### config.mk
export PLATFORM = sky130hd
export DESIGN_NAME = frt_timer
export DESIGN_NICKNAME = d
export VERILOG_FILES = /design/src/hw/frt_pkg.sv /design/src/hw/frt_timer.sv /design/src/hw/frt_sync.sv /design/src/hw/frt_prescale.sv
export SDC_FILE = /design/constraint.sdc
export NUM_CORES = 1
export LEC_CHECK = 0
export BUFFER_PORTS_ARGS = -buffer_cell sky130_fd_sc_hd__buf_4
export CORE_MARGIN = 2
export CORE_UTILIZATION = 35
export CTS_BUF_LIST = sky130_fd_sc_hd__clkbuf_2
export DETAILED_ROUTE_END_ITERATION = 6
export PLACE_DENSITY_LB_ADDON = 0.05
export SYNTH_ARGS = -nofsm -noshare
export SYNTH_HDL_FRONTEND = slang
export SYNTH_SLANG_ARGS = --single-unit
### constraint.sdc
create_clock -name clock_in -period 13.3 [get_ports clock_in]
set_clock_uncertainty 0.15 [all_clocks]
set_input_delay 2.66 -clock clock_in [delete_from_list [all_inputs] [get_ports clock_in]]
set_output_delay 2.66 -clock clock_in [all_outputs]
set_load 0.01 [all_outputs]
### src/hw/frt_pkg.sv
// Purpose: shared constants and state type for the free-running timer block
// Assumes: byte-wide registers, each on one aligned 32-bit word
// Notes: register index times four is the byte address
package frt_pkg;

    // ==========================================================
    // register indices (byte address = index * 4)
    localparam logic [3:0] FRT_IDX_CTRL_ONE = 4'h0;
    localparam logic [3:0] FRT_IDX_CTRL_TWO = 4'h1;
    localparam logic [3:0] FRT_IDX_STATUS = 4'h2;
    localparam logic [3:0] FRT_IDX_CNT_HI_P = 4'h3;
    localparam logic [3:0] FRT_IDX_CNT_LO_P = 4'h4;
    localparam logic [3:0] FRT_IDX_CNT_HI_A = 4'h5;
    localparam logic [3:0] FRT_IDX_CNT_LO_A = 4'h6;
    // channel i high byte at base + 2*i, low byte one above
    localparam logic [3:0] FRT_IDX_CAP_HI = 4'h7;
    localparam logic [3:0] FRT_IDX_CMP_HI = 4'hb;

    // ==========================================================
    // timer_control_one fields
    localparam int FRT_C1_OVF_IE = 0;
    localparam int FRT_C1_CAP_IE = 1;
    localparam int FRT_C1_CMP_IE = 2;
    localparam int FRT_C1_CAP_EDGE1 = 3;
    localparam int FRT_C1_CMP_LVL1 = 4;
    localparam int FRT_C1_CMP_LVL2 = 5;
    // timer_control_two fields
    localparam int FRT_C2_CLK_SEL = 0;
    localparam int FRT_C2_EXT_EDGE = 2;
    localparam int FRT_C2_CAP_EDGE2 = 3;
    localparam int FRT_C2_CMP_OE1 = 4;
    localparam int FRT_C2_CMP_OE2 = 5;
    localparam int FRT_C2_PULSE = 6;
    localparam int FRT_C2_PWM = 7;

    // ==========================================================
    // reset and reload values
    localparam logic [7:0] FRT_CTRL_RESET = 8'h00;
    localparam logic [15:0] FRT_COUNT_RELOAD = 16'hfffc;
    localparam logic [15:0] FRT_COUNT_MAX = 16'hffff;
    localparam logic [15:0] FRT_COMPARE_RESET = 16'h8000;
    localparam logic [1:0] FRT_CLK_EXTERNAL = 2'h3;
    // prescaler masks (ratio minus one) for the three internal codes
    localparam logic [2:0] FRT_DIV_MASK_C0 = 3'h3;
    localparam logic [2:0] FRT_DIV_MASK_C1 = 3'h1;
    localparam logic [2:0] FRT_DIV_MASK_C2 = 3'h7;

    // ==========================================================
    typedef struct packed {
        logic [7:0] ctrl_one;
        logic [7:0] ctrl_two;
        logic [15:0] count;
        logic ovf_flag;
        logic ovf_arm;
        logic [7:0] lo_buf;
        logic lo_held;
        logic [1:0][15:0] cap_val;
        logic [1:0] cap_flag;
        logic [1:0] cap_arm;
        logic [1:0] cap_block;
        logic [1:0] cap_prev;
        logic [1:0][15:0] cmp_val;
        logic [1:0] cmp_flag;
        logic [1:0] cmp_arm;
        logic [1:0] cmp_inhibit;
        logic [1:0] cmp_pin;
        logic ext_prev;
        logic waitreq;
        logic [31:0] rdata;
        logic irq;
    } frt_state_t;

endpackage

### src/hw/frt_timer.sv
// Purpose: 16-bit free-running timer with two captures and two compares
// Assumes: Avalon-MM slave, byte registers in bits 7:0 of each word
// Notes: pins are synchronised on the rising cpu clock edge
module frt_timer (
    input wire logic clock_in,
    input wire logic rst_in,
    input wire logic [5:0] address_in,
    input wire logic read_in,
    input wire logic write_in,
    input wire logic [3:0] byteenable_in,
    input wire logic [31:0] writedata_in,
    output logic [31:0] readdata_out,
    output logic waitrequest_out,
    input wire logic global_irq_mask_in,
    input wire logic halt_in,
    input wire logic ext_clock_pin_in,
    input wire logic [1:0] capture_pin_in,
    output logic [1:0] compare_pin_out,
    output logic [1:0] compare_pin_oe_out,
    output logic timer_irq_out
);

    // ==========================================================
    // pin synchronisation and internal prescaler
    frt_pkg::frt_state_t s_q;
    frt_pkg::frt_state_t s_d;
    logic [2:0] pin_sync;
    logic presc_tick;
    logic [1:0] clk_sel;

    assign clk_sel = s_q.ctrl_two[frt_pkg::FRT_C2_CLK_SEL +: 2];

    // capture pins are sampled straight from the pads whatever the
    // port direction, so driving one as an output can trigger it
    // sampling on the rising edge adds up to half a cycle of latency,
    // traded for a single clock edge in the whole block
    frt_sync #(
        .WIDTH(3)
    ) u_sync (
        .clock_in(clock_in),
        .rst_in(rst_in),
        .async_in({capture_pin_in, ext_clock_pin_in}),
        .sync_out(pin_sync)
    );

    frt_prescale u_presc (
        .clock_in(clock_in),
        .rst_in(rst_in),
        .run_in(!halt_in),
        .ratio_sel_in(clk_sel),
        .tick_out(presc_tick)
    );

    // ==========================================================
    // next-state logic
    always_comb begin
        logic accept;
        logic rd;
        logic wr;
        logic [3:0] sel;
        logic [7:0] wdat;
        logic [7:0] rbyte;
        logic ext_sync;
        logic ext_edge;
        logic tick;
        logic reload;
        logic lo_access_p;
        logic [1:0] cap_sync;
        logic [1:0] cap_edge_sel;
        logic [1:0] cmp_level;
        logic [1:0] cmp_oe;
        logic pulse_modes;
        logic cap_hit;
        logic cmp_hit;
        logic [3:0] hi_idx;
        logic [3:0] lo_idx;
        logic irq_req;

        s_d = s_q;
        accept = (read_in || write_in) && s_q.waitreq;
        rd = accept && read_in;
        wr = accept && write_in && byteenable_in[0];
        sel = address_in[5:2];
        wdat = writedata_in[7:0];
        rbyte = 8'h00;
        ext_sync = pin_sync[0];
        cap_sync = pin_sync[2:1];
        cap_edge_sel[0] = s_q.ctrl_one[frt_pkg::FRT_C1_CAP_EDGE1];
        cap_edge_sel[1] = s_q.ctrl_two[frt_pkg::FRT_C2_CAP_EDGE2];
        cmp_level[0] = s_q.ctrl_one[frt_pkg::FRT_C1_CMP_LVL1];
        cmp_level[1] = s_q.ctrl_one[frt_pkg::FRT_C1_CMP_LVL2];
        cmp_oe[0] = s_q.ctrl_two[frt_pkg::FRT_C2_CMP_OE1];
        cmp_oe[1] = s_q.ctrl_two[frt_pkg::FRT_C2_CMP_OE2];
        pulse_modes = s_q.ctrl_two[frt_pkg::FRT_C2_PULSE] || s_q.ctrl_two[frt_pkg::FRT_C2_PWM];
        cap_hit = 1'b0;
        cmp_hit = 1'b0;
        hi_idx = 4'h0;
        lo_idx = 4'h0;
        ext_edge = 1'b0;
        tick = 1'b0;
        reload = 1'b0;
        lo_access_p = 1'b0;
        irq_req = 1'b0;

        // ------------------------------------------------------
        // bus handshake: one wait cycle, the access happens at accept
        // a fixed wait state means side effects need no extra pipeline
        s_d.waitreq = !accept;

        // ------------------------------------------------------
        // read multiplexer
        case (sel)
            frt_pkg::FRT_IDX_CTRL_ONE: rbyte = s_q.ctrl_one;
            frt_pkg::FRT_IDX_CTRL_TWO: rbyte = s_q.ctrl_two;
            frt_pkg::FRT_IDX_STATUS: rbyte = {3'h0, s_q.cmp_flag, s_q.cap_flag, s_q.ovf_flag};
            frt_pkg::FRT_IDX_CNT_HI_P: rbyte = s_q.count[15:8];
            frt_pkg::FRT_IDX_CNT_HI_A: rbyte = s_q.count[15:8];
            frt_pkg::FRT_IDX_CNT_LO_P: rbyte = s_q.lo_held ? s_q.lo_buf : s_q.count[7:0];
            frt_pkg::FRT_IDX_CNT_LO_A: rbyte = s_q.lo_held ? s_q.lo_buf : s_q.count[7:0];
            default: rbyte = 8'h00;
        endcase
        for (int i = 0; i < 2; i++) begin
            hi_idx = 4'(frt_pkg::FRT_IDX_CAP_HI + 2 * i);
            lo_idx = 4'(frt_pkg::FRT_IDX_CAP_HI + 2 * i + 1);
            if (sel == hi_idx) begin
                rbyte = s_q.cap_val[i][15:8];
            end
            if (sel == lo_idx) begin
                rbyte = s_q.cap_val[i][7:0];
            end
            hi_idx = 4'(frt_pkg::FRT_IDX_CMP_HI + 2 * i);
            lo_idx = 4'(frt_pkg::FRT_IDX_CMP_HI + 2 * i + 1);
            if (sel == hi_idx) begin
                rbyte = s_q.cmp_val[i][15:8];
            end
            if (sel == lo_idx) begin
                rbyte = s_q.cmp_val[i][7:0];
            end
        end
        if (rd) begin
            s_d.rdata = {24'h000000, rbyte};
        end

        // ------------------------------------------------------
        // counter read pairing, shared by primary and alternate views
        if (rd && (sel == frt_pkg::FRT_IDX_CNT_HI_P || sel == frt_pkg::FRT_IDX_CNT_HI_A)) begin
            // a second high read must not refresh the buffer
            if (!s_q.lo_held) begin
                s_d.lo_buf = s_q.count[7:0];
                s_d.lo_held = 1'b1;
            end
        end
        if (rd && (sel == frt_pkg::FRT_IDX_CNT_LO_P || sel == frt_pkg::FRT_IDX_CNT_LO_A)) begin
            s_d.lo_held = 1'b0;
        end

        // ------------------------------------------------------
        // first step of flag clearing: arm what the status read saw set
        if (rd && sel == frt_pkg::FRT_IDX_STATUS) begin
            s_d.ovf_arm = s_q.ovf_arm || s_q.ovf_flag;
            s_d.cap_arm = s_q.cap_arm | s_q.cap_flag;
            s_d.cmp_arm = s_q.cmp_arm | s_q.cmp_flag;
        end

        // second step for overflow: only the primary low register counts
        lo_access_p = (rd || (accept && write_in)) && sel == frt_pkg::FRT_IDX_CNT_LO_P;
        if (lo_access_p && s_q.ovf_arm) begin
            s_d.ovf_flag = 1'b0;
            s_d.ovf_arm = 1'b0;
        end

        // ------------------------------------------------------
        // control writes and counter reload
        reload = wr && (sel == frt_pkg::FRT_IDX_CNT_LO_P || sel == frt_pkg::FRT_IDX_CNT_LO_A);
        if (wr && sel == frt_pkg::FRT_IDX_CTRL_ONE) begin
            s_d.ctrl_one = wdat;
        end
        if (wr && sel == frt_pkg::FRT_IDX_CTRL_TWO) begin
            s_d.ctrl_two = wdat;
        end

        // ------------------------------------------------------
        // per-channel register access
        for (int i = 0; i < 2; i++) begin
            hi_idx = 4'(frt_pkg::FRT_IDX_CAP_HI + 2 * i);
            lo_idx = 4'(frt_pkg::FRT_IDX_CAP_HI + 2 * i + 1);
            if (rd && sel == hi_idx) begin
                s_d.cap_block[i] = 1'b1;
            end
            if (rd && sel == lo_idx) begin
                s_d.cap_block[i] = 1'b0;
            end
            if ((rd || (accept && write_in)) && sel == lo_idx && s_q.cap_arm[i]) begin
                s_d.cap_flag[i] = 1'b0;
                s_d.cap_arm[i] = 1'b0;
            end
            hi_idx = 4'(frt_pkg::FRT_IDX_CMP_HI + 2 * i);
            lo_idx = 4'(frt_pkg::FRT_IDX_CMP_HI + 2 * i + 1);
            if (wr && sel == hi_idx) begin
                s_d.cmp_val[i][15:8] = wdat;
                s_d.cmp_inhibit[i] = 1'b1;
            end
            if (wr && sel == lo_idx) begin
                s_d.cmp_val[i][7:0] = wdat;
                s_d.cmp_inhibit[i] = 1'b0;
                s_d.cmp_flag[i] = 1'b0;
                s_d.cmp_arm[i] = 1'b0;
            end
            if (rd && sel == lo_idx && s_q.cmp_arm[i]) begin
                s_d.cmp_flag[i] = 1'b0;
                s_d.cmp_arm[i] = 1'b0;
            end
        end

        // ------------------------------------------------------
        // timer clock: prescaler or qualified external edge
        // the source must leave two cpu cycles between active edges
        // for every edge to be seen after synchronisation
        ext_edge = s_q.ctrl_two[frt_pkg::FRT_C2_EXT_EDGE] ? (ext_sync && !s_q.ext_prev)
                                                         : (!ext_sync && s_q.ext_prev);
        s_d.ext_prev = ext_sync;
        if (clk_sel == frt_pkg::FRT_CLK_EXTERNAL) begin
            tick = ext_edge && !halt_in;
        end else begin
            tick = presc_tick;
        end

        // ------------------------------------------------------
        // counter; hardware set of a flag comes after any clear
        // a reload beats a tick in the same cycle, so no false wrap
        if (reload) begin
            s_d.count = frt_pkg::FRT_COUNT_RELOAD;
        end else if (tick) begin
            s_d.count = s_q.count + 16'h0001;
            if (s_q.count == frt_pkg::FRT_COUNT_MAX) begin
                s_d.ovf_flag = 1'b1;
            end
        end

        // ------------------------------------------------------
        // capture and compare channels
        for (int i = 0; i < 2; i++) begin
            cap_hit = cap_edge_sel[i] ? (cap_sync[i] && !s_q.cap_prev[i])
                                      : (!cap_sync[i] && s_q.cap_prev[i]);
            // channel one belongs to the waveform modes while they run
            if (i == 0 && pulse_modes) begin
                cap_hit = 1'b0;
            end
            if (cap_hit && !s_q.cap_block[i]) begin
                s_d.cap_val[i] = s_q.count;
                s_d.cap_flag[i] = 1'b1;
            end
            // the compare sees the count before this tick advances it, so
            // flag and pin appear as the counter moves one past the match
            cmp_hit = tick && !s_q.cmp_inhibit[i] && s_q.count == s_q.cmp_val[i];
            if (cmp_hit) begin
                s_d.cmp_flag[i] = 1'b1;
                if (cmp_oe[i]) begin
                    s_d.cmp_pin[i] = cmp_level[i];
                end
            end
        end
        s_d.cap_prev = cap_sync;

        // ------------------------------------------------------
        // interrupt request stays pending while masked
        // registered, so the request trails its flag by one cycle
        irq_req = (s_q.ovf_flag && s_q.ctrl_one[frt_pkg::FRT_C1_OVF_IE])
            || ((|s_q.cap_flag) && s_q.ctrl_one[frt_pkg::FRT_C1_CAP_IE])
            || ((|s_q.cmp_flag) && s_q.ctrl_one[frt_pkg::FRT_C1_CMP_IE]);
        s_d.irq = irq_req && !global_irq_mask_in;
    end

    // ==========================================================
    // state register
    always_ff @(posedge clock_in or posedge rst_in) begin
        if (rst_in) begin
            s_q.ctrl_one <= frt_pkg::FRT_CTRL_RESET;
            s_q.ctrl_two <= frt_pkg::FRT_CTRL_RESET;
            s_q.count <= frt_pkg::FRT_COUNT_RELOAD;
            s_q.ovf_flag <= 1'b0;
            s_q.ovf_arm <= 1'b0;
            s_q.lo_buf <= 8'h00;
            s_q.lo_held <= 1'b0;
            s_q.cap_val <= '0;
            s_q.cap_flag <= 2'h0;
            s_q.cap_arm <= 2'h0;
            s_q.cap_block <= 2'h0;
            s_q.cap_prev <= 2'h0;
            s_q.cmp_val <= {frt_pkg::FRT_COMPARE_RESET, frt_pkg::FRT_COMPARE_RESET};
            s_q.cmp_flag <= 2'h0;
            s_q.cmp_arm <= 2'h0;
            s_q.cmp_inhibit <= 2'h0;
            s_q.cmp_pin <= 2'h0;
            s_q.ext_prev <= 1'b0;
            s_q.waitreq <= 1'b1;
            s_q.rdata <= 32'h00000000;
            s_q.irq <= 1'b0;
        end else begin
            s_q <= s_d;
        end
    end

    // ==========================================================
    // outputs, all straight from flops
    assign readdata_out = s_q.rdata;
    assign waitrequest_out = s_q.waitreq;
    assign compare_pin_out = s_q.cmp_pin;
    assign compare_pin_oe_out = {s_q.ctrl_two[frt_pkg::FRT_C2_CMP_OE2],
                                 s_q.ctrl_two[frt_pkg::FRT_C2_CMP_OE1]};
    assign timer_irq_out = s_q.irq;

endmodule // frt_timer

### src/hw/frt_sync.sv
// Purpose: two-flop synchroniser for asynchronous pins
// Assumes: each bit is an independent level
// Notes: the first stage feeds only the second
module frt_sync #(
    parameter int WIDTH = 3
) (
    input wire logic clock_in,
    input wire logic rst_in,
    input wire logic [WIDTH-1:0] async_in,
    output logic [WIDTH-1:0] sync_out
);
    logic [WIDTH-1:0] meta_q;

    always_ff @(posedge clock_in or posedge rst_in) begin
        if (rst_in) begin
            meta_q <= '0;
            sync_out <= '0;
        end else begin
            meta_q <= async_in;
            sync_out <= meta_q;
        end
    end
endmodule // frt_sync

### src/hw/frt_prescale.sv
// Purpose: internal timer clock as a one-cycle tick every 2, 4 or 8 cpu cycles
// Assumes: run low freezes the divider (halt)
// Notes: code to ratio mapping lives in the package masks
module frt_prescale (
    input wire logic clock_in,
    input wire logic rst_in,
    input wire logic run_in,
    input wire logic [1:0] ratio_sel_in,
    output logic tick_out
);
    logic [2:0] div_q;
    logic [2:0] mask;

    always_comb begin
        case (ratio_sel_in)
            2'h0: mask = frt_pkg::FRT_DIV_MASK_C0;
            2'h1: mask = frt_pkg::FRT_DIV_MASK_C1;
            2'h2: mask = frt_pkg::FRT_DIV_MASK_C2;
            default: mask = frt_pkg::FRT_DIV_MASK_C0;
        endcase
    end

    always_ff @(posedge clock_in or posedge rst_in) begin
        if (rst_in) begin
            div_q <= 3'h0;
            tick_out <= 1'b0;
        end else begin
            if (run_in) begin
                div_q <= div_q + 3'h1;
            end
            tick_out <= run_in && ((div_q & mask) == mask);
        end
    end
endmodule // frt_prescale

* Yosys cells after proc, flatten, opt, wreduce, memory -nomap -nowiden
Index checks and enable logic that the tools add are counted.
** Word-level totals
- Logic and storage cells :: 203
- Output and inout port bits :: 38
- Register bits after elaboration :: 144
** Cells by class
- Equality and inequality tests :: 21
- Mux-type cells :: 50
- Bitwise operators :: 4
- Add/sub/neg operators :: 2
- Reductions and logical operators :: 90
** Operators by type and width (count)
- 8-bit 2-to-1 mux :: 9
- 1-bit logical AND :: 46
- 8-bit case mux with 5 select lines :: 1
- 1-bit 2-to-1 mux :: 34
- 16-bit == test :: 2
- 4-bit == test (second input constant) :: 7
- 2-bit nonzero test :: 11
- 17-bit 2-to-1 mux :: 1
- 16-bit by 1-bit adder with 16-bit output (second input constant) :: 1
- 16-bit == test (second input constant) :: 1
- 4-bit by 3-bit == test with 1-bit output (second input constant) :: 4
- 16-bit 2-to-1 mux :: 1
- 1-bit logical NOT :: 13
- 3-bit nonzero test :: 4
- 4-bit by 2-bit == test with 1-bit output (second input constant) :: 2
- 1-bit logical OR :: 8
- 2-bit OR reduction :: 4
- 2-bit 2-to-1 mux :: 3
- 3-bit case mux with 2 select lines :: 1
- 2-bit AND reduction :: 3
- 2-bit == test (second input constant) :: 2
- 4-bit by 1-bit == test with 1-bit output (second input constant) :: 1
- 4-bit logical NOT :: 1
- 2-bit bitwise OR :: 2
- other kinds (5) :: 5

* Longest topological paths before layout
Gate-level depths: netlist (run 1).
- Word-level depth :: 11
- Gate-level depth with buffers :: 8
- Mapped depth without buffers :: 5

* Cells and area by module
Synthesis (run 1) repeated with hierarchy kept, for this count alone.
** Unflattened totals
- Cells, all modules :: 710
- Area, all modules :: 7643.6 µm²
** By module, submodules not included
- frt_timer :: cells an instance 687, area each 7310.8 µm², instances 1
- frt_prescale :: cells an instance 16, area each 178.9 µm², instances 1
- frt_sync :: cells an instance 7, area each 153.9 µm², instances 1

* Worst setup path before layout (run 1)
Ideal clock, no wire load.
- Kind :: in2reg
- Start point :: input address_in[3]
- End point :: register s_q[67] (netlist bit)
- Required time :: 13025 ps
- Arrival :: 4019 ps
- Path slack :: 9006 ps
- Buffers on the path :: 2
- Stages on the path :: 5
- Cells stage by stage :: buf_4 -> buf_2 -> nand4b_1 -> nor2_2 -> mux2_2
** On the way
- Longest elaborated chain between the ends :: 2
** RTL lines
- start, declared :: line frt_timer.sv:7 : input wire logic [5:0] address_in,
- 4-bit == test :: line frt_timer.sv:199 : if (wr && sel == hi_idx) begin
- 1-bit logical AND :: line frt_timer.sv:199
- end, declared :: line frt_timer.sv:25 : frt_pkg::frt_state_t s_q;
No other way between the ends.
A chain may end at the register's enable or synchronous reset.

* Worst setup path in the final report (run 1)
- Start point :: register s_q (netlist bit waitrequest_out)
- End point :: output waitrequest_out
** RTL lines
- end, declared :: line frt_timer.sv:13 : output logic waitrequest_out,
No word-level cell between the ends.

==> results.json, run 1 <==
{
  "root_buffer": "clkbuf_2",
  "synthSimpleGateAreaFrac_pct": 12.8,
  "grt_pass1_vias": 5406,
  "rsz0062_at_grt": "false",
  "cts_buffers": 17,
  "clockBufferDepth": 2,
  "critical_path.max_fanout": 6,
  "synth_fa_ha_area_share_pct": 0.327,
  "synthToLayoutAreaGrowth_pct": 6.71,
  "wl_per_cell_um": 22.9,
  "finalCriticalPeriod_ps": 4310,
  "cp_top_family": "flip-flops",
  "power.leakage_nw": 3.53,
  "required_ps": 10490,
  "grt_start_max_net_pins": 74,
  "synthMuxAreaShare_pct": 14.7,
  "port_buffers": 35,
  "synth_edf_count": 0,
  "wirelength_um": 23000,
  "rows": 54,
  "slowest_stage": "dfstp_2",
  "hold_buffers": 0,
  "synth-xor-area-share_pct": 5.37,
  "hold_viol": 0,
  "yosys.cell_types.count": 72,
  "die_w_um": 152,
  "worstPathArrival_ps": 1500,
  "critPathCaptureType": "output port",
  "dieArea_um2": 23000,
  "status": "completed",
  "worst_slew_pin_slew_ps": 1230,
  "syn_area_per_cell_um2": 10.7,
  "synthCells": 713,
  "netlist_area_um2": 7640,
  "clkTransAtPathRegs_ps": 290,
  "nets": 766,
  "tns_ps": 0,
  "initial_core_util_pct": 35.4,
  "drtPass1Iterations": 4,
  "via_per_inst": 5.45,
  "ys_warn_count": 0,
  "drv_slew": 0,
  "h-tree-depth": 4,
  "synthArstFlopShare_pct": 100,
  "synth_top_family_by_area": "multiplexers",
  "place_congestion": 0.865,
  "cts_tree": "built",
  "synth_compound_area_share_pct": 12.5,
  "setup_violations": 0,
  "clkSinkCount": 144,
  "antenna_found_initial": 1,
  "die_y_um": 152,
  "critPathMaxStageDelay_ps": 630,
  "vias": 5498,
  "grt_pass1_wl_um": 34700,
  "crit_chain": "buf_4",
  "hp-class": "reg2reg",
  "total_power_mw": 1.35,
  "finalCritPeriodShare_pct": 32.4,
  "fmax_mhz": 232,
  "yosysSeqAreaShare_pct": 47.4,
  "cts_resized": 0,
  "postLayoutCoreUtil_pct": 37.7,
  "relSlewSlack_pct": 17.1,
  "post-cts-setup-buffers": 0,
  "p_per_area_nw_per_um2": 165,
  "core_area_um2": 21600,
  "drt_iter0_markers": 443,
  "antenna_left": 0,
  "clk_latency_ps": 750,
  "pin_count": 89,
  "critical_path_buf_inv_count": 1,
  "maxCapViolCount": 0,
  "grt_usage_pct": 21.0,
  "synth_flop_cell": "dfrtp_1",
  "dp.final_hpwl_um": 16500,
  "ys_seq_elements": 144,
  "ir_drop_mv": 0.0573,
  "layout_common_cells": "dfrtp_1 (127), mux2_2 (97), nor2_1 (57)",
  "final_common_cell": "dfrtp_1",
  "crit_type": "reg2out",
  "grt_overflow": 0,
  "final_layout_size_suffix_gt1_share_pct": 27.0,
  "drc": 0,
  "start_kind": "register",
  "reg2reg_setup_slack_ps": 10340
}
==> cells in the mapped netlist (5+ instances only) <==
library cell,instances,area [um2]
o22ai_1,8,50.1
mux2_2,97,1090
and3_1,5,31.3
dfrtp_1,127,3180
nor2_1,57,214
nand3_1,15,75.1
xnor2_1,8,70.1
a222oi_1,5,50.1
a2bb2oi_1,7,61.3
a31oi_1,5,31.3
o211ai_1,8,60.1
o31ai_1,5,37.5
buf_2,12,60.1
a22oi_1,11,82.6
a21oi_1,21,105
nand2_1,45,169
dfstp_2,17,447
inv_1,11,41.3
buf_4,42,315
clkbuf_1,24,90.1
o21ai_0,28,140
nor3_1,9,45.0
xor2_1,37,324
nand2b_1,6,37.5
nor2b_1,9,56.3
nor4_1,11,68.8
==> metal layers <==
metal / vias up / track usage [%] / share of wire (%)
met5: - / 0 / 0
met4: 0 / 4.95 / 1.6
met3: 17 / 3.95 / 4.4
met2: 161 / 32.7 / 46
met1: 2810 / 30.1 / 48
li1: 2510 / - / -
==> logic make-up (layout without fill, tap and decap cells) <==
kind of cell / after synthesis / count (layout)
flops: 144 / 144
simple gates: 192 / 192
other cells: 1 / 26
xor+xnor: 46 / 46
buf+inv: 93 / 83
mux: 100 / 100
fa+ha+maj: 2 / 2
compound gates: 135 / 135
==> per-stage QoR <==
step           setup slack [ps]  area, um2  instances  hold slack (ps)
2_1_floorplan              6650       7730        736              181
3_3_place_gp               8270       7900        974              186
3_5_place_dp               8250       7900        974              190
4_1_cts                    8920       8150       1006              220
5_1_grt                    8840       8160       1008              236
6_report                   8990       8160       1008              219
==> layout make-up <==
| type | count | area, um2 |
|---|---|---|
| tap | 280 | 350 |
| inverter | 13 | 53.8 |
| fill | 2199 | 13500 |
| clock inverter | 15 | 169 |
| sequential | 144 | 3620 |
| antenna | 2 | 5.00 |
| timing repair buffer | 38 | 285 |
| clock buffer | 17 | 85.1 |
| multi-input combinational | 499 | 3580 |
==> path summary, 6_finish.rpt <==
check                                      to  cells after the start        startpoint
max in group asynchronous            s_q[126]                      3            rst_in
min in group asynchronous  u_sync.sync_out[1]                      2            rst_in
hold / removal             u_sync.sync_out[2]                      0  u_sync.meta_q[2]
setup reg to reg           compare_pin_out[1]                      5          s_q[144]
hold reg to reg            u_sync.sync_out[2]                      0  u_sync.meta_q[2]
setup / recovery              waitrequest_out                      1   waitrequest_out
==> state kept, by name, indices dropped and copies added, names as in the netlist, 2 cells and up <==
name / flops
s_q: 118
compare_pin_oe_out: 2
readdata_out: 8
u_presc.div_q: 3
u_sync.meta_q: 3
compare_pin_out: 2
clk_sel: 2
u_sync.sync_out: 3
==> report_power, final <==
| part | total (mW) | internal [mW] | switching (mW) |
|---|---|---|---|
| Sequential | 0.729 | 0.572 | 0.157 |
| Clock | 0.277 | 0.0791 | 0.198 |
| Combinational | 0.343 | 0.177 | 0.166 |
(Power assumes the default switching activity.)
==> run 2: changes to the inputs <==
- clock period: 13.3 -> 3.8 ns (I/O delays scaled with it)
==> run 2 against run 1 <==
  * Cell area rose by 1.3%
  * Sequential share of layout area shrank 0.59 points
  * Total power grew to 3.4 times the previous value
  * Final cell count increased by 1.6%
  * Critical path depth increased by 4
  * Die area unchanged
  * Flip-flop and latch count unchanged
  * Global-route usage increased by 0.26 points
  * Non-clock buffer count is 17 higher
  * Routed wire length increased by 0.90%
  * Combinational power increased to 3.5 times the previous value
==> results.json, run 2 (synthesis results as in run 1) <==
{
  "setup_violations": 0,
  "finalCritPeriodShare_pct": 68.8,
  "die_y_um": 152,
  "r2r_end": "compare_pin_out[1]",
  "worst_slew_pin_slew_ps": 978,
  "hold_viol": 0,
  "antenna_found_initial": 1,
  "h-tree-depth": 4,
  "place_area_um2": 7990,
  "post-cts-setup-buffers": 0,
  "antenna_left": 0,
  "grt_pass1_vias": 5527,
  "hold_buffers": 5,
  "rsz0062_at_grt": "false",
  "layout_common_cells": "dfrtp_1 (127), mux2_2 (97), nor2_1 (57)",
  "synthToLayoutAreaGrowth_pct": 8.15,
  "drv_slew": 0,
  "fmax_mhz": 383,
  "cts_buffers": 17,
  "wl_per_cell_um": 22.7,
  "rows": 54,
  "maxCapViolCount": 0,
  "crit_type": "reg2reg",
  "final_common_cell": "dfrtp_1",
  "finalCriticalPeriod_ps": 2610,
  "drc": 0,
  "status": "completed",
  "initial_core_util_pct": 35.4,
  "core_area_um2": 21600,
  "wirelength_um": 23200,
  "grt_overflow": 0,
  "fin_area_um2": 8270,
  "drtPass1Iterations": 5,
  "place_congestion": 0.870,
  "nets": 783,
  "via_per_inst": 5.45,
  "reg2reg_from": "s_q[139]",
  "root_buffer": "clkbuf_2",
  "hp-class": "in2reg",
  "dieArea_um2": 23000,
  "grt_usage_pct": 21.2,
  "place_worst_setup_slack_ps": 918,
  "die_w_um": 152,
  "relSlewSlack_pct": 34.2,
  "clockBufferDepth": 2,
  "cp-startpoint": "s_q[139]",
  "pin_count": 89,
  "critPathCaptureType": "register",
  "cts_tree": "built",
  "tns_ps": 0,
  "final_layout_size_suffix_gt1_share_pct": 28.0,
  "required_ps": 4300,
  "vias": 5580,
  "final.setup.worst_slack_ps": 1190,
  "dp.final_hpwl_um": 16800,
  "clkSinkCount": 144,
  "clkTransAtPathRegs_ps": 250,
  "drt_iter0_markers": 518,
  "worstPathArrival_ps": 3120,
  "top_register": "s_q",
  "ir_drop_mv": 0.197,
  "cts_resized": 0,
  "critical_path.max_fanout": 9,
  "clk_latency_ps": 740,
  "start_kind": "register",
  "power.leakage_nw": 3.59,
  "p_per_area_nw_per_um2": 558,
  "reg2reg_setup_slack_ps": 1190,
  "endpoint": "compare_pin_out[1]",
  "port_buffers": 35,
  "r2r_cells": 5,
  "grt_pass1_wl_um": 35200,
  "largest_reg_flops": 118,
  "grt_start_max_net_pins": 96,
  "fill_cells": 2164
}
[run 2: changes by cell type in the layout (fill, tap and decap cells not counted), sizes merged]
cell | previous run | this run
buf | 38 | 49
dlygate4sd3 | 0 | 6
inv | 20 | 17
clkinvlp | 1 | 3
bufinv | 1 | 0
clkbuf | 17 | 18
clkinv | 6 | 7
diode | 2 | 1
[run 2: how the worst min path moves through the flow]
stage	startpoint	slack [ps]	end	cells past startpoint
after global placement	u_sync.meta_q[0]	180	u_sync.sync_out[0]	0
after floorplan	u_sync.meta_q[0]	180	u_sync.sync_out[0]	0
final	writedata_in[7]	140	s_q[149]	2
after CTS	halt_in	8	u_presc.div_q[0]	2
after detailed placement	u_sync.meta_q[0]	190	u_sync.sync_out[0]	0
after global routing	writedata_in[7]	20	s_q[149]	2
[run 2: where the power goes]
group | total [mW] | internal (mW) | switching (mW) | leakage [nW]
sequential | 2.57 | 2.00 | 0.570 | 1.78
clock | 0.842 | 0.197 | 0.645 | 0.129
combinational | 1.20 | 0.629 | 0.573 | 1.68
total | 4.62 | 2.83 | 1.79 | 3.59
[run 2: layer usage]
layer | share of wire (%) | routed length (um) | vias up | global-route usage (%)
met4 | 2.6 | 593 | 0 | 6.20
met5 | 0 | 0 | - | 0
met2 | 46 | 10600 | 161 | 32.3
met3 | 4.0 | 937 | 25 | 4.16
li1 | - | - | 2545 | -
met1 | 48 | 11100 | 2849 | 30.6
[run 2: worst max-delay path: stages (launching register included)]
cell and delay (ps):
dfstp_2 720, xor2_1 180, nor4_1 580, nand2_1 210
nor4_1 350, mux2_1 370
[run 2: cell type report]
cell class	instances	area [um2]	share of cell area [%]
flip-flops and latches	144	3620	43.8
multi-input cells	499	3580	43.4
repair buffers	55	440	5.33
well taps	280	350	4.24
clock inverters	14	123	1.48
clock buffers	18	90.1	1.09
inverters	13	52.6	0.636
diodes	1	2.50	0.0303
[run 2: per-stage QoR]
stage | total power, mW | hold WS [ps] | instances | util [%]
detailed placement | 3.79 | 191 | 985 | 37.0
finish | 4.62 | 137 | 1024 | 38.2
global route | 4.91 | 19.2 | 1024 | 38.2
global placement | 3.76 | 184 | 985 | 37.0
floorplan | 3.33 | 181 | 736 | -
CTS | 4.65 | 8.50 | 1022 | 38.2
==> run 3: changes to the inputs <==
- clock period: 3.8 -> 2.4 ns (I/O delays scaled with it)
==> run 3 against run 2 <==
  * Total power rose by 69%
  * Cell area rose by 7.5%
  * Die area did not move
  * Final cell count rose by 6.9%
  * Maximum frequency rose by 13%
  * Clock power rose by 79%
  * Clock-buffer cell count fell by 1
  * First-iteration DRC count fell by 19%
  * Highest routed layer is now met5
==> results.json, run 3 (synthesis results as in run 1) <==
{
  "crit_top_cell": "nor4_1",
  "critPathCaptureType": "register",
  "dp.final_hpwl_um": 18600,
  "dp.cells": 1046,
  "grt_pass1_wl_um": 37900,
  "ir_drop_mv": 0.400,
  "port_buffers": 35,
  "place_congestion": 0.897,
  "fill_cells": 2147,
  "clkTransAtPathRegs_ps": 250,
  "clkSinkCount": 144,
  "largest_reg_flops": 118,
  "cts_buffers": 17,
  "maxCapViolCount": 0,
  "hold_viol": 0,
  "synthToLayoutAreaGrowth_pct": 16.3,
  "grt_usage_pct": 22.9,
  "drtPass1Iterations": 5,
  "worstPathArrival_ps": 2810,
  "dieArea_um2": 23000,
  "status": "completed",
  "core_area_um2": 21600,
  "drt_iter0_markers": 417,
  "slowest_stage": "dfstp_2",
  "critPathMaxStageDelay_ps": 640,
  "required_ps": 2900,
  "finalCriticalPeriod_ps": 2310,
  "wirelength_um": 24900,
  "hp-class": "in2reg",
  "power.leakage_nw": 3.94,
  "clockBufferDepth": 2,
  "grt_overflow": 0,
  "grt_start_max_net_pins": 77,
  "p_per_area_nw_per_um2": 878,
  "initial_core_util_pct": 35.4,
  "drc": 0,
  "layout_common_cells": "dfrtp_1 (127), buf_4 (107), mux2_2 (97)",
  "die_w_um": 152,
  "rows": 54,
  "setup_violations": 0,
  "clk_latency_ps": 740,
  "drv_slew": 0,
  "crit_chain": "xor2_1, nor4_1, buf_4, nand2_1, nor4_1, mux2_1",
  "post-cts-setup-buffers": 0,
  "h-tree-depth": 4,
  "finalCritPeriodShare_pct": 96.1,
  "crit_type": "reg2reg",
  "grt_pass1_vias": 5928,
  "worst_slew_pin_slew_ps": 696,
  "relSlewSlack_pct": 53.2,
  "total_power_mw": 7.80,
  "nets": 855,
  "antenna_found_initial": 2,
  "cts_tree": "built",
  "die_y_um": 152,
  "vias": 5902,
  "final_common_cell": "dfrtp_1",
  "stdcell_count": 1095,
  "critical_path.max_fanout": 2,
  "final_layout_size_suffix_gt1_share_pct": 33.0,
  "fmax_mhz": 433,
  "via_per_inst": 5.39,
  "root_buffer": "clkbuf_2",
  "start_kind": "register",
  "top_register": "s_q",
  "antenna_left": 0,
  "wl_per_cell_um": 22.7,
  "pin_count": 89
}
[run 3: cell types whose count changed in the layout (fill, tap and decap cells not counted), sizes merged, moves of 2 or more]
cell / delta
bufinv: +2
clkinvlp: +3
inv: -2
dlygate4sd3: +11
buf: +61
clkinv: -3
[run 3: metrics by stage]
step | util, % | area (um2) | setup TNS (ps) | hold slack [ps] | worst slack [ps]
2_1_floorplan | - | 7730 | -2690 | 181 | -21.2
3_3_place_gp | 39.1 | 8460 | 0 | 183 | 4.83
3_5_place_dp | 39.1 | 8460 | 0 | 193 | 13.3
4_1_cts | 41.1 | 8880 | 0 | 7.51 | 22.8
5_1_grt | 41.1 | 8890 | -89.2 | 26.7 | -62.0
6_report | 41.1 | 8890 | 0 | 89.9 | 93.1
[run 3: final timing paths]
check                                 start                 end  slack, ps  depth (start not counted)
hold reg to reg            u_sync.meta_q[2]  u_sync.sync_out[2]        230                          0
setup reg to reg                   s_q[139]  compare_pin_out[1]         90                          6
setup / recovery                   s_q[139]  compare_pin_out[1]         90                          6
hold / removal                address_in[5]             s_q[39]         90                          4
min in group asynchronous            rst_in            s_q[152]        230                          4
max in group asynchronous            rst_in            s_q[129]       1440                          4
[run 3: final cells by class]
class	instances	area [um2]	area share (%)
Sequential cell	144	3620	40.8
Multi-Input combinational cell	499	3590	40.4
Timing Repair Buffer	127	1020	11.5
Tap cell	280	350	3.94
Clock inverter	14	158	1.77
Clock buffer	17	85.1	0.957
Inverter	13	52.6	0.591
Antenna cell	1	2.50	0.0282
[run 3: timing repair]
item                                    CTS  global route
endpoints found under the setup margin    0             2
hold buffers                             17             0
gates resized for setup                   0             2
endpoints found under the hold margin   190             0
[run 3: report_power, final]
part | switching [mW] | total [mW] | internal (mW)
clock network | 1.02 | 1.51 | 0.490
logic | 1.19 | 2.41 | 1.23
registers | 0.717 | 3.88 | 3.17
total | 2.92 | 7.80 | 4.88
[run 3: routing by layer]
layer  GRT usage (%)  vias to the layer above  wire length, um
met5               0                        -               10
met4            8.06                        2              695
met3            3.89                       35             1110
met2            33.8                      169            10900
met1            33.9                     3014            12200
li1                -                     2682                -
[run 3: critical path, delay by kind of cell (launching register included)]
kind / cells / cell delay [ps]
buffers and inverters: 1 / 180
XOR/XNOR: 1 / 130
multiplexers: 1 / 360
flip-flops: 1 / 640
AND/OR/NAND/NOR: 3 / 780
